[config.mk]
export PLATFORM = sky130hd
export DESIGN_NAME = pcs_clk_ctrl
export DESIGN_NICKNAME = d
export VERILOG_FILES = /design/src/pcs_pkg.sv /design/src/pcs_cb_if.sv /design/src/pcs_clk_ctrl.sv /design/src/pcs_clk_block.sv
export SDC_FILE = /design/constraint.sdc
export NUM_CORES = 1
export LEC_CHECK = 0
export ABC_CLOCK_PERIOD_IN_PS = 10800
export BUFFER_PORTS_ARGS = -buffer_cell sky130_fd_sc_hd__buf_2
export CORE_UTILIZATION = 40
export CTS_BUF_LIST = sky130_fd_sc_hd__clkbuf_16
export DETAILED_ROUTE_END_ITERATION = 12
export GPL_ROUTABILITY_DRIVEN = 0
export PLACE_DENSITY_LB_ADDON = 0.3
export SKIP_CTS_REPAIR_TIMING = 1
export SLEW_MARGIN = 20
export SYNTH_ARGS = -nofsm -noshare
export SYNTH_HDL_FRONTEND = slang
export SYNTH_HIERARCHICAL = 1
export SYNTH_SLANG_ARGS = --single-unit
[constraint.sdc]
create_clock -name core_clk -period 10.8 [get_ports core_clk]
set_input_delay 2.16 -clock core_clk [delete_from_list [all_inputs] [get_ports core_clk]]
set_output_delay 2.16 -clock core_clk [all_outputs]
set_load 0.05 [all_outputs]
[src/pcs_pkg.sv]
// Constants used by the clock setup block, including its clock block register fields.
// Assumes one 100 MHz core clock and a word-indexed Avalon-MM slave.
package pcs_pkg;
    // ------------------------------------------------------------
    // Timing
    // ------------------------------------------------------------
    localparam int CORE_HZ = 100_000_000;
    localparam int CLK_PERIOD_NS = 10;
    localparam int REF_HZ = 100_000_000;
    localparam int REF_DIV_CYC = CORE_HZ / REF_HZ;
    localparam int TIMER_TICK_NS = 10;
    localparam int LP_HZ = 31_250;
    localparam int LP_DIV_CYC = CORE_HZ / LP_HZ;
    localparam int BOOT_WAIT_CLKS = 750_000;
    localparam int LOCK_WAIT_CLKS = 500;
    localparam int SILICON_OSC_MHZ = 20;
    localparam int STRAP_SETTLE_CYC = 4;

    // ------------------------------------------------------------
    // Register word indices (byte address = 4 x index)
    // ------------------------------------------------------------
    localparam logic [2:0] REG_PLL_CFG = 3'h0;
    localparam logic [2:0] REG_STATUS = 3'h1;
    localparam logic [2:0] REG_TIMER = 3'h2;
    localparam logic [2:0] REG_RTC = 3'h3;
    localparam logic [2:0] REG_CB_CFG = 3'h4;
    localparam logic [2:0] REG_RATIO = 3'h5;

    // ------------------------------------------------------------
    // Field layouts
    // ------------------------------------------------------------
    localparam int F_LSB = 0;
    localparam int F_W = 12;
    localparam int R_LSB = 16;
    localparam int R_W = 6;
    localparam int OD_LSB = 24;
    localparam int OD_W = 3;
    localparam int CB_SEL_BIT = 0;
    localparam int CB_OE_BIT = 1;
    localparam int CB_DIV_LSB = 8;
    localparam int CB_DIV_W = 8;
    localparam int RATIO_DEN_LSB = 16;

    // ------------------------------------------------------------
    // Strap defaults
    // ------------------------------------------------------------
    localparam logic [11:0] MULT_SEL_00 = 12'h07a;
    localparam logic [11:0] MULT_SEL_11 = 12'h077;
    localparam logic [11:0] MULT_SEL_10 = 12'h031;
    localparam logic [11:0] MULT_SEL_01 = 12'h017;
    localparam logic [5:0] REF_DIV_DEFAULT = 6'h00;
    localparam logic [2:0] OD_SEL_00 = 3'h1;
    localparam logic [2:0] OD_OTHER = 3'h2;
    localparam logic [7:0] CB_DIV_RESET = 8'h00;

    function automatic logic [11:0] pcs_default_mult(input logic [1:0] sel);
        logic [11:0] m;
        m = MULT_SEL_00;
        unique case (sel)
            2'b00: m = MULT_SEL_00;
            2'b11: m = MULT_SEL_11;
            2'b10: m = MULT_SEL_10;
            2'b01: m = MULT_SEL_01;
        endcase
        return m;
    endfunction

    function automatic logic [2:0] pcs_default_od(input logic [1:0] sel);
        return (sel == 2'b00) ? OD_SEL_00 : OD_OTHER;
    endfunction
endpackage

[src/pcs_cb_if.sv]
// Signals between the clock setup core and one clock block.
// Assumes both ends sit on the same core clock.
`timescale 1ns/1ps
`default_nettype none
interface pcs_cb_if;
    logic ref_tick;
    logic sel_ext;
    logic out_en;
    logic [7:0] div;
    logic ext_pin;
    logic tick;
    logic pin_o;
    logic pin_oe;
    modport core (output ref_tick, output sel_ext, output out_en,
        output div, output ext_pin, input tick, input pin_o, input pin_oe);
    modport blk (input ref_tick, input sel_ext, input out_en,
        input div, input ext_pin, output tick, output pin_o, output pin_oe);
endinterface
`default_nettype wire

[src/pcs_clk_ctrl.sv]
// Clock setup core: straps, PLL settings, boot wait, timers, clock block.
// Assumes an Avalon-MM master with word addresses and a 100 MHz clock.
`timescale 1ns/1ps
`default_nettype none
module pcs_clk_ctrl #(
    parameter int BOOT_WAIT = pcs_pkg::BOOT_WAIT_CLKS,
    parameter int LOCK_WAIT = pcs_pkg::LOCK_WAIT_CLKS,
    parameter int NUM_PORTS = 8
) (
    input wire logic core_clk,
    input wire logic rst_n,
    input wire logic [2:0] avs_address,
    input wire logic avs_read,
    input wire logic avs_write,
    input wire logic [31:0] avs_writedata,
    output logic [31:0] avs_readdata,
    output logic avs_waitrequest,
    input wire logic clk_source_pick_n,
    input wire logic pll_sel_0,
    input wire logic pll_sel_1,
    input wire logic low_power_mode,
    input wire logic cb_ext_clk_pin,
    output logic cb_clk_o,
    output logic cb_clk_oe,
    output logic [NUM_PORTS-1:0] port_clk_en,
    output logic osc_use_silicon,
    output logic analog_clk_from_osc,
    output logic [11:0] pll_fb_mult,
    output logic [5:0] pll_ref_div,
    output logic [2:0] post_div_val,
    output logic pll_locked,
    output logic tile_clk_en,
    output logic switch_clk_en,
    output logic ref_clk_en,
    output logic pull_en,
    output logic cpu_run
);
    localparam int BW = $clog2(BOOT_WAIT + 1);
    localparam int LW = $clog2(LOCK_WAIT + 1);
    localparam int LPW = $clog2(pcs_pkg::LP_DIV_CYC + 1);
    localparam int RFW = $clog2(pcs_pkg::REF_DIV_CYC + 1);

    typedef struct packed {
        logic ack;
        logic [31:0] rdata;
        logic [2:0] s1;
        logic [2:0] s2;
        logic [2:0] s3;
        logic [BW-1:0] boot_cnt;
        logic strap_done;
        logic booted;
        logic silicon;
        logic [1:0] sel;
        logic [11:0] pll_f;
        logic [5:0] pll_r;
        logic [2:0] pll_od;
        logic [LW-1:0] lock_cnt;
        logic locked;
        logic [RFW-1:0] ref_cnt;
        logic ref_tick;
        logic [31:0] timer;
        logic [LPW-1:0] lp_cnt;
        logic lp_tick;
        logic [31:0] rtc;
        logic cb_sel;
        logic cb_oe;
        logic [7:0] cb_div;
    } pcs_top_s;

    pcs_top_s st_ff;
    pcs_top_s nxt_st;
    pcs_cb_if cbi ();

    logic req;
    logic wr_go;
    logic clk_run;
    logic [12:0] ratio_num;
    logic [10:0] ratio_den;

    // ------------------------------------------------------------
    // Bus handshake: one wait cycle, then the answer
    // ------------------------------------------------------------
    assign req = avs_read | avs_write;
    assign avs_waitrequest = req & ~st_ff.ack;
    assign wr_go = avs_write & st_ff.ack;
    assign clk_run = st_ff.locked & ~low_power_mode;

    // ratio: tile = osc * num / den
    assign ratio_num = {1'b0, st_ff.pll_f} + 13'h0001;
    assign ratio_den = 11'({st_ff.pll_r, 1'b1} + 7'h01) *
        11'({1'b0, st_ff.pll_od} + 4'h1);

    always_comb begin
        nxt_st = st_ff;
        nxt_st.ack = req & ~st_ff.ack;
        nxt_st.s1 = {clk_source_pick_n, pll_sel_1, pll_sel_0};
        nxt_st.s2 = st_ff.s1;
        nxt_st.s3 = st_ff.s2;
        nxt_st.ref_tick = 1'b0;
        nxt_st.lp_tick = 1'b0;

        // --------------------------------------------------------
        // Strap capture and boot wait
        // --------------------------------------------------------
        // Straps are caught once, so later strap motion cannot retune
        if (!st_ff.strap_done &&
            st_ff.boot_cnt >= BW'(pcs_pkg::STRAP_SETTLE_CYC) &&
            st_ff.s2 == st_ff.s3) begin
            nxt_st.strap_done = 1'b1;
            nxt_st.silicon = st_ff.s3[2];
            nxt_st.sel = st_ff.s3[1:0];
            nxt_st.pll_f = pcs_pkg::pcs_default_mult(st_ff.s3[1:0]);
            nxt_st.pll_r = pcs_pkg::REF_DIV_DEFAULT;
            nxt_st.pll_od = pcs_pkg::pcs_default_od(st_ff.s3[1:0]);
            nxt_st.lock_cnt = '0;
            nxt_st.locked = 1'b0;
        end
        if (st_ff.boot_cnt < BW'(BOOT_WAIT)) begin
            nxt_st.boot_cnt = st_ff.boot_cnt + BW'(1);
        end else if (st_ff.strap_done) begin
            nxt_st.booted = 1'b1;
        end

        // --------------------------------------------------------
        // PLL lock wait after any settings change
        // --------------------------------------------------------
        if (st_ff.strap_done && !st_ff.locked) begin
            if (st_ff.lock_cnt >= LW'(LOCK_WAIT)) begin
                nxt_st.locked = 1'b1;
            end else begin
                nxt_st.lock_cnt = st_ff.lock_cnt + LW'(1);
            end
        end

        // --------------------------------------------------------
        // Reference clock, timer and low-power counter
        // --------------------------------------------------------
        // Reference only runs while the PLL is locked and awake
        if (clk_run) begin
            if (st_ff.ref_cnt >= RFW'(pcs_pkg::REF_DIV_CYC - 1)) begin
                nxt_st.ref_cnt = '0;
                nxt_st.ref_tick = 1'b1;
            end else begin
                nxt_st.ref_cnt = st_ff.ref_cnt + RFW'(1);
            end
        end
        if (st_ff.ref_tick) begin
            nxt_st.timer = st_ff.timer + 32'h00000001;
        end
        // Runs regardless of low power or relock
        if (st_ff.lp_cnt >= LPW'(pcs_pkg::LP_DIV_CYC - 1)) begin
            nxt_st.lp_cnt = '0;
            nxt_st.lp_tick = 1'b1;
        end else begin
            nxt_st.lp_cnt = st_ff.lp_cnt + LPW'(1);
        end
        if (st_ff.lp_tick) begin
            nxt_st.rtc = st_ff.rtc + 32'h00000001;
        end

        // --------------------------------------------------------
        // Register reads, captured on the wait cycle
        // --------------------------------------------------------
        if (avs_read && !st_ff.ack) begin
            nxt_st.rdata = 32'h00000000;
            unique case (avs_address)
                pcs_pkg::REG_PLL_CFG: begin
                    nxt_st.rdata[pcs_pkg::F_LSB +: pcs_pkg::F_W] = st_ff.pll_f;
                    nxt_st.rdata[pcs_pkg::R_LSB +: pcs_pkg::R_W] = st_ff.pll_r;
                    nxt_st.rdata[pcs_pkg::OD_LSB +: pcs_pkg::OD_W] =
                        st_ff.pll_od;
                end
                pcs_pkg::REG_STATUS: begin
                    nxt_st.rdata[5:0] = {st_ff.booted, st_ff.locked,
                        st_ff.strap_done, st_ff.silicon, st_ff.sel};
                end
                pcs_pkg::REG_TIMER: nxt_st.rdata = st_ff.timer;
                pcs_pkg::REG_RTC: nxt_st.rdata = st_ff.rtc;
                pcs_pkg::REG_CB_CFG: begin
                    nxt_st.rdata[pcs_pkg::CB_SEL_BIT] = st_ff.cb_sel;
                    nxt_st.rdata[pcs_pkg::CB_OE_BIT] = st_ff.cb_oe;
                    nxt_st.rdata[pcs_pkg::CB_DIV_LSB +: pcs_pkg::CB_DIV_W] =
                        st_ff.cb_div;
                end
                pcs_pkg::REG_RATIO: begin
                    nxt_st.rdata[12:0] = ratio_num;
                    nxt_st.rdata[pcs_pkg::RATIO_DEN_LSB +: 11] = ratio_den;
                end
                default: nxt_st.rdata = 32'h00000000;
            endcase
        end

        // --------------------------------------------------------
        // Register writes, taken when waitrequest is low
        // --------------------------------------------------------
        if (wr_go && avs_address == pcs_pkg::REG_PLL_CFG) begin
            // Field widths hold every value to its legal range
            nxt_st.pll_f = avs_writedata[pcs_pkg::F_LSB +: pcs_pkg::F_W];
            nxt_st.pll_r = avs_writedata[pcs_pkg::R_LSB +: pcs_pkg::R_W];
            nxt_st.pll_od =
                avs_writedata[pcs_pkg::OD_LSB +: pcs_pkg::OD_W];
            nxt_st.lock_cnt = '0;
            nxt_st.locked = 1'b0;
        end
        if (wr_go && avs_address == pcs_pkg::REG_CB_CFG) begin
            nxt_st.cb_sel = avs_writedata[pcs_pkg::CB_SEL_BIT];
            nxt_st.cb_oe = avs_writedata[pcs_pkg::CB_OE_BIT];
            nxt_st.cb_div =
                avs_writedata[pcs_pkg::CB_DIV_LSB +: pcs_pkg::CB_DIV_W];
        end
    end

    always_ff @(posedge core_clk) begin
        if (!rst_n) begin
            st_ff <= '0;
            st_ff.cb_div <= pcs_pkg::CB_DIV_RESET;
        end else begin
            st_ff <= nxt_st;
        end
    end

    // ------------------------------------------------------------
    // Clock block 0 and outputs
    // ------------------------------------------------------------
    assign cbi.ref_tick = st_ff.ref_tick;
    assign cbi.sel_ext = st_ff.cb_sel;
    assign cbi.out_en = st_ff.cb_oe;
    assign cbi.div = st_ff.cb_div;
    assign cbi.ext_pin = cb_ext_clk_pin;

    pcs_clk_block u_cb0 (
        .core_clk(core_clk),
        .rst_n(rst_n),
        .cb(cbi.blk)
    );

    // Every port follows block 0; no per-port routing exists here
    assign port_clk_en = {NUM_PORTS{cbi.tick}};
    assign cb_clk_o = cbi.pin_o;
    assign cb_clk_oe = cbi.pin_oe;
    assign avs_readdata = st_ff.rdata;
    assign osc_use_silicon = st_ff.silicon;
    assign analog_clk_from_osc = 1'b1;
    assign pll_fb_mult = st_ff.pll_f;
    assign pll_ref_div = st_ff.pll_r;
    assign post_div_val = st_ff.pll_od;
    assign pll_locked = st_ff.locked;
    assign tile_clk_en = clk_run;
    assign switch_clk_en = clk_run;
    assign ref_clk_en = st_ff.ref_tick;
    assign pull_en = st_ff.booted;
    assign cpu_run = st_ff.booted & st_ff.locked;

    // ------------------------------------------------------------
    // Checks
    // ------------------------------------------------------------
    property p_defaults;
        @(posedge core_clk) disable iff (!rst_n)
        $rose(st_ff.strap_done) |-> pll_fb_mult ==
            pcs_pkg::pcs_default_mult(st_ff.sel) && pll_ref_div == 6'h00;
    endproperty
    a_defaults: assert property (p_defaults) else $error("bad mult");

    property p_od;
        @(posedge core_clk) disable iff (!rst_n)
        $rose(st_ff.strap_done) |->
            post_div_val == ((st_ff.sel == 2'b00) ? 3'h1 : 3'h2);
    endproperty
    a_od: assert property (p_od) else $error("bad post divider");

    property p_osc;
        @(posedge core_clk) disable iff (!rst_n)
        $rose(st_ff.strap_done) |-> osc_use_silicon == $past(st_ff.s3[2]);
    endproperty
    a_osc: assert property (p_osc) else $error("bad source");

    property p_pll_wr;
        @(posedge core_clk) disable iff (!rst_n)
        (avs_write && !avs_waitrequest &&
            avs_address == pcs_pkg::REG_PLL_CFG) |=>
            pll_fb_mult == $past(avs_writedata[11:0]) && !tile_clk_en;
    endproperty
    a_pll_wr: assert property (p_pll_wr) else $error("write lost");

    property p_gate;
        @(posedge core_clk) disable iff (!rst_n)
        !pll_locked |-> !tile_clk_en && !switch_clk_en ##1 !ref_clk_en;
    endproperty
    a_gate: assert property (p_gate) else $error("clock not gated");

    property p_timer;
        @(posedge core_clk) disable iff (!rst_n)
        ref_clk_en |=> st_ff.timer == $past(st_ff.timer) + 32'h00000001;
    endproperty
    a_timer: assert property (p_timer) else $error("timer stuck");

    property p_rtc;
        @(posedge core_clk) disable iff (!rst_n)
        st_ff.lp_tick |=> st_ff.rtc == $past(st_ff.rtc) + 32'h00000001;
    endproperty
    a_rtc: assert property (p_rtc) else $error("rtc stuck");

    property p_boot;
        @(posedge core_clk) disable iff (!rst_n)
        $rose(pull_en) |-> st_ff.boot_cnt == BW'(BOOT_WAIT);
    endproperty
    a_boot: assert property (p_boot) else $error("early boot");

    property p_wait;
        @(posedge core_clk) disable iff (!rst_n)
        avs_waitrequest |=> !avs_waitrequest;
    endproperty
    a_wait: assert property (p_wait) else $error("wait too long");
endmodule
`default_nettype wire

[src/pcs_clk_block.sv]
// One port clock block: external pin or divided reference clock.
// Assumes the external pin is asynchronous to core_clk.
`timescale 1ns/1ps
`default_nettype none
module pcs_clk_block (
    input wire logic core_clk,
    input wire logic rst_n,
    pcs_cb_if.blk cb
);
    typedef struct packed {
        logic s1;
        logic s2;
        logic s3;
        logic stable;
        logic [7:0] cnt;
        logic tick;
        logic pin;
    } pcs_cb_s;

    pcs_cb_s st_ff;
    pcs_cb_s nxt_st;

    // ------------------------------------------------------------
    // Source select and divide
    // ------------------------------------------------------------
    always_comb begin
        nxt_st = st_ff;
        nxt_st.s1 = cb.ext_pin;
        nxt_st.s2 = st_ff.s1;
        nxt_st.s3 = st_ff.s2;
        nxt_st.tick = 1'b0;
        if (st_ff.s2 == st_ff.s3) begin
            nxt_st.stable = st_ff.s3;
        end
        if (cb.sel_ext) begin
            nxt_st.cnt = 8'h00;
            nxt_st.pin = nxt_st.stable;
            nxt_st.tick = nxt_st.stable & ~st_ff.stable;
        end else if (cb.ref_tick) begin
            if (st_ff.cnt >= cb.div) begin
                nxt_st.cnt = 8'h00;
                nxt_st.tick = 1'b1;
                nxt_st.pin = ~st_ff.pin;
            end else begin
                nxt_st.cnt = st_ff.cnt + 8'h01;
            end
        end
    end

    always_ff @(posedge core_clk) begin
        if (!rst_n) begin
            st_ff <= '0;
        end else begin
            st_ff <= nxt_st;
        end
    end

    assign cb.tick = st_ff.tick;
    assign cb.pin_o = st_ff.pin;
    assign cb.pin_oe = cb.out_en;

    property p_ref_div;
        @(posedge core_clk) disable iff (!rst_n)
        (!cb.sel_ext && cb.ref_tick && st_ff.cnt >= cb.div) |=> st_ff.tick;
    endproperty
    a_ref_div: assert property (p_ref_div) else $error("ref tick lost");
endmodule
`default_nettype wire

Word-level counts from Yosys, hierarchy flattened
Cells that the tools add are included.
- output and inout port bits: 72
- word-level logic and storage cells: 115
- register bits after elaboration: 201
- add/subtract/negate cells: 10
- magnitude comparators: 6
- bitwise gates (word level): 12
- reduce and logical (&&, ||, !) cells: 20
- multiplexer cells: 25
- equal/unequal tests: 10
- $mul: 1
- operators by type and width (cell ; count):
    32-bit by 1-bit adder with 32-bit output, second input constant ; 2
    31-bit two-way mux ; 2
    12-bit case mux with 4 select lines ; 1
    4-bit case mux with 5 select lines ; 2
    6-bit case mux with 4 select lines ; 1
    20-bit by 1-bit adder with 20-bit output, second input constant ; 1
    20-bit by 3-bit >= comparator with 1-bit output, second input constant ; 1
    20-bit < comparator, second input constant ; 1
    12-bit by 1-bit adder with 13-bit output, second input constant ; 1
    12-bit by 1-bit adder with 12-bit output, second input constant ; 1
    12-bit >= comparator, second input constant ; 1
    2-bit case mux with 6 select lines ; 1
    3-bit case mux with 4 select lines ; 1
    8-bit by 4-bit multiplier with 11-bit output ; 1
    10-bit two-way mux ; 1
    5-bit case mux with 2 select lines ; 1
    9-bit by 1-bit adder with 9-bit output, second input constant ; 1
    9-bit >= comparator, second input constant ; 1
    9-bit two-way mux ; 1
    3-bit case mux with 3 select lines ; 1
    7-bit by 1-bit adder with 8-bit output, second input constant ; 1
    8-bit by 1-bit adder with 8-bit output, second input constant ; 1
    8-bit >= comparator ; 1
    2-bit two-way mux ; 4
    other kinds (25) ; 54

Longest topological paths before layout
- depth after elaboration: 7
- gate-level depth with buffers: 14
- gate-level depth less buffers: 14

Cells and area by module
Netlist, hierarchy kept.
- modules (own cells, without submodules) (module ; cells an instance ; area an instance (um^2) ; instances):
    pcs_clk_ctrl ; 1219 ; 10159.7 ; 1
    pcs_clk_block ; 87 ; 768.2 ; 1

Least setup slack after synthesis
No wires, ideal clock.
- kind: input to output
- from: input low_power_mode
- to: output tile_clk_en
- slack: 5398 ps
- arrival time: 3242 ps
- path buffers: 1
- data required time: 8640 ps
- cell stages on the path: 2
- cells stage by stage: nor2b_1 -> buf_4
- longest elaborated chain between the ends: 2
- RTL lines (item ; RTL line ; RTL):
    from (decl) ; pcs_clk_ctrl.sv:21 ; input wire logic low_power_mode,
    1-bit NOT ; pcs_clk_ctrl.sv:86 ; assign clk_run = st_ff.locked & ~low_power_mode;
    1-bit bitwise AND ; pcs_clk_ctrl.sv:86 ;
    to (decl) ; pcs_clk_ctrl.sv:32 ; output logic tile_clk_en,
Every way passes these cells.

Worst setup path after layout
- from: input low_power_mode
- to: output switch_clk_en
- longest elaborated chain between the ends: 2
- RTL lines (item ; RTL line ; RTL):
    1-bit NOT ; pcs_clk_ctrl.sv:86 ;
    1-bit bitwise AND ; pcs_clk_ctrl.sv:86 ;
    to (decl) ; pcs_clk_ctrl.sv:33 ; output logic switch_clk_en,
Every way passes these cells.

==> run metrics <==
Psw=0.409 mW; Synth top area share=about 37%; part of the power in the clock network=42.0%; Synth Warn #=6; Req. time, crit path=8640 ps; Root Driver=clkbuf_16; Max VDD drop=0.123 mV; fin area=0.0118 mm2; Layout fillers=2,727; headroom to the max-slew limit=26.5%; total power=between 1 and 1.5 mW; number of flops mapped to enable cells by yosys=0; WL/cell=15.6 um; Post-synth ARST share=0%; reg-to-reg endpoint=avs_readdata[26]$_SDFFE_PN0P_; die area=0.0280 mm2; Final Cycle Share=44.8%; Worst-Skew Late Latency=around 440 ps; area of the multi-input gates=0.00600 mm2; top cells by area, synth=dfxtp_1 37%, nor2_1 5.5%, xnor2_1 4.6%, buf_4 4.4%, ha_1 4.1%; io pins=116; Max Cap Viol=0; CTS tree=yes; core area=0.0269 mm2; critical path capture point=switch_clk_en; worst-path maximum fanout=3; # port buffers=roughly 110; Total Nets Final=1,400; combinational fraction of design power=around 7.3%; Vias=9,040; CP startpoint=low_power_mode; Setup violations, final=0; Worst Max-Slew Pin Slew=1100 ps; RSZ-0062 raised after global routing=no; CP endpoint kind=primary output; Startpoint Class=primary input; Post-Syn Nets=1,396; hpwl dp=18,600 um; Mapped Cells=1,306; post-placement cell count=1,632; initial antenna violation count=0; post-synthesis cell type count=64; Slew Limit Fails=0; Placed Area=roughly 0.011 mm2; GRT Util Overall=18.7%; ANT nets after route=0; worst hold margin=442 ps; status=completed; clock transition at the registers of the reported paths=~80 ps; Iter 0 DRT Violations=729; FF-to-FF Start=post_div_val[0]$_SDFFE_PN0P_; DR pass1 iterations=5; switching share of power=27.3%; # diodes=0; via/cell ratio=between 5 and 6; Die X=167 um; pre-CTS worst setup slack=~6000 ps; final core utilization=44.0%; Die H=167 um; FP Rows=60; cell area after synthesis=~0.011 mm2; DRC=0; power per standard cell area=127 mW/mm2; non-filler cells, final=around 1,700; Int Pwr=1.09 mW; worst reg2reg setup slack=6340 ps; Final Hold Fails=0; Syn Area/Cell=roughly 8.4 um2; Starting Density=40.7%; gr ovfl total=0; first-pass GRT wire length=42,900 um; highest-count cells in the layout ignoring fill and taps=200 x dfxtp_1, 160 x nor2_1, 107 x buf_2; number of synthesized register bits=200; Arr. time, crit path=around 2700 ps; Most used DFF post-synth=dfxtp_1; Worst Hold Class=reg -> reg; worst reg2reg path depth=13; sequential share of power=50.8%; f_max=around 210 MHz; leakage power=4.57 nW; final WL=about 26,000 um; vias in the first global route=8,331; sequential share of the synthesized area=between 30% and 40%; most common cell after layout, fill and taps aside=dfxtp_1; share of layout cells above drive strength 1=13.6%; Area growth syn-to-layout=8.12%; largest net degree at the start of global routing=72; Sum Neg Setup Slack=0 ps; Sequential Area=0.00400 mm2; Worst Skew=12.9 ps; Max Buffers Root-to-Sink=2; worst setup margin=5960 ps; Final Critical Period=roughly 4800 ps; clock sink count=200; Num CTS Buffers=17; Synth area leader=dfxtp_1; H-tree levels=4; Setup CP Type=in -> out
worst min path at each step:
stage / startpoint / end / slack [ps] / cells after the start
floorplan: u_cb0/nxt_st[12]$_SDFF_PN0_ / u_cb0/nxt_st[11]$_SDFF_PN0_ / 410 / 1
global placement: nxt_st[150]$_SDFF_PN0_ / nxt_st[147]$_SDFF_PN0_ / 420 / 1
detailed placement: nxt_st[150]$_SDFF_PN0_ / nxt_st[147]$_SDFF_PN0_ / 430 / 1
CTS: u_cb0/nxt_st[12]$_SDFF_PN0_ / u_cb0/nxt_st[11]$_SDFF_PN0_ / 440 / 1
global route: nxt_st[150]$_SDFF_PN0_ / nxt_st[147]$_SDFF_PN0_ / 460 / 1
finish: nxt_st[150]$_SDFF_PN0_ / nxt_st[147]$_SDFF_PN0_ / 440 / 1
routing by layer:
layer,wire length [um],GRT usage (%),up-vias
met5,0,0,-
met4,369,5.23,0
met2,11800,30.1,211
met1,12800,25.9,4294
li1,-,-,4513
met3,969,2.98,22
flip-flops by register name (all words and copies together) (netlist names), 2 cells and up:
name / flops
avs_readdata: 32
cbi.div: 8
nxt_st: 6
pll_fb_mult: 12
pll_ref_div: 6
post_div_val: 3
st_ff: 113
u_cb0/nxt_st: 2
u_cb0/st_ff: 10
kinds of logic (layout without fill, tap and decap cells):
kind of cell	count (synthesis)	in the layout	synth area share, %
simple gates	535	535	24.3
flops	200	200	36.6
compound gates	191	191	11.3
buf+inv	183	200	8.60
xor+xnor	97	97	7.77
mux	53	53	5.43
fa+ha+maj	46	46	5.95
other cells	1	1	0.0343
cells in the mapped netlist (9+ instances only):
library cell	n
or3_1	25
ha_1	36
xor2_1	40
and3_1	11
nor2b_1	12
o21ai_0	43
and2_1	24
nor4_1	16
nand3_1	67
a31oi_1	12
mux2_2	10
nor3_1	31
mux2i_1	39
buf_4	64
a22oi_1	18
nand2_1	96
buf_1	9
fa_1	10
nand2b_1	15
nand4_1	42
a21oi_1	56
and4_1	14
a221oi_1	10
xnor2_1	57
dfxtp_1	200
clkbuf_1	54
nor2_1	160
inv_1	50
layout make-up:
| type | instances | area share (%) |
|---|---|---|
| tap | 341 | 3.61 |
| inverter | 51 | 1.64 |
| sequential | 200 | 33.9 |
| timing repair buffer | 117 | 5.17 |
| clock inverter | 15 | 1.32 |
| multi-input combinational | 923 | 50.8 |
| clock buffer | 17 | 3.60 |
worst max-delay path, stage by stage:
cell	delay, ps
buf_2	100
nor2b_1	140
buf_2	280
power groups by stage:
stage / registers [mW] / logic [mW] / clock network (mW)
2_1_floorplan: 0.772 / 0.0876 / 0
3_3_place_gp: 0.777 / 0.108 / 0
3_5_place_dp: 0.777 / 0.108 / 0
4_1_cts: 0.760 / 0.109 / 0.639
5_1_grt: 0.762 / 0.118 / 0.670
6_report: 0.760 / 0.109 / 0.628
No activity file was read; power rests on OpenSTA's default activity.
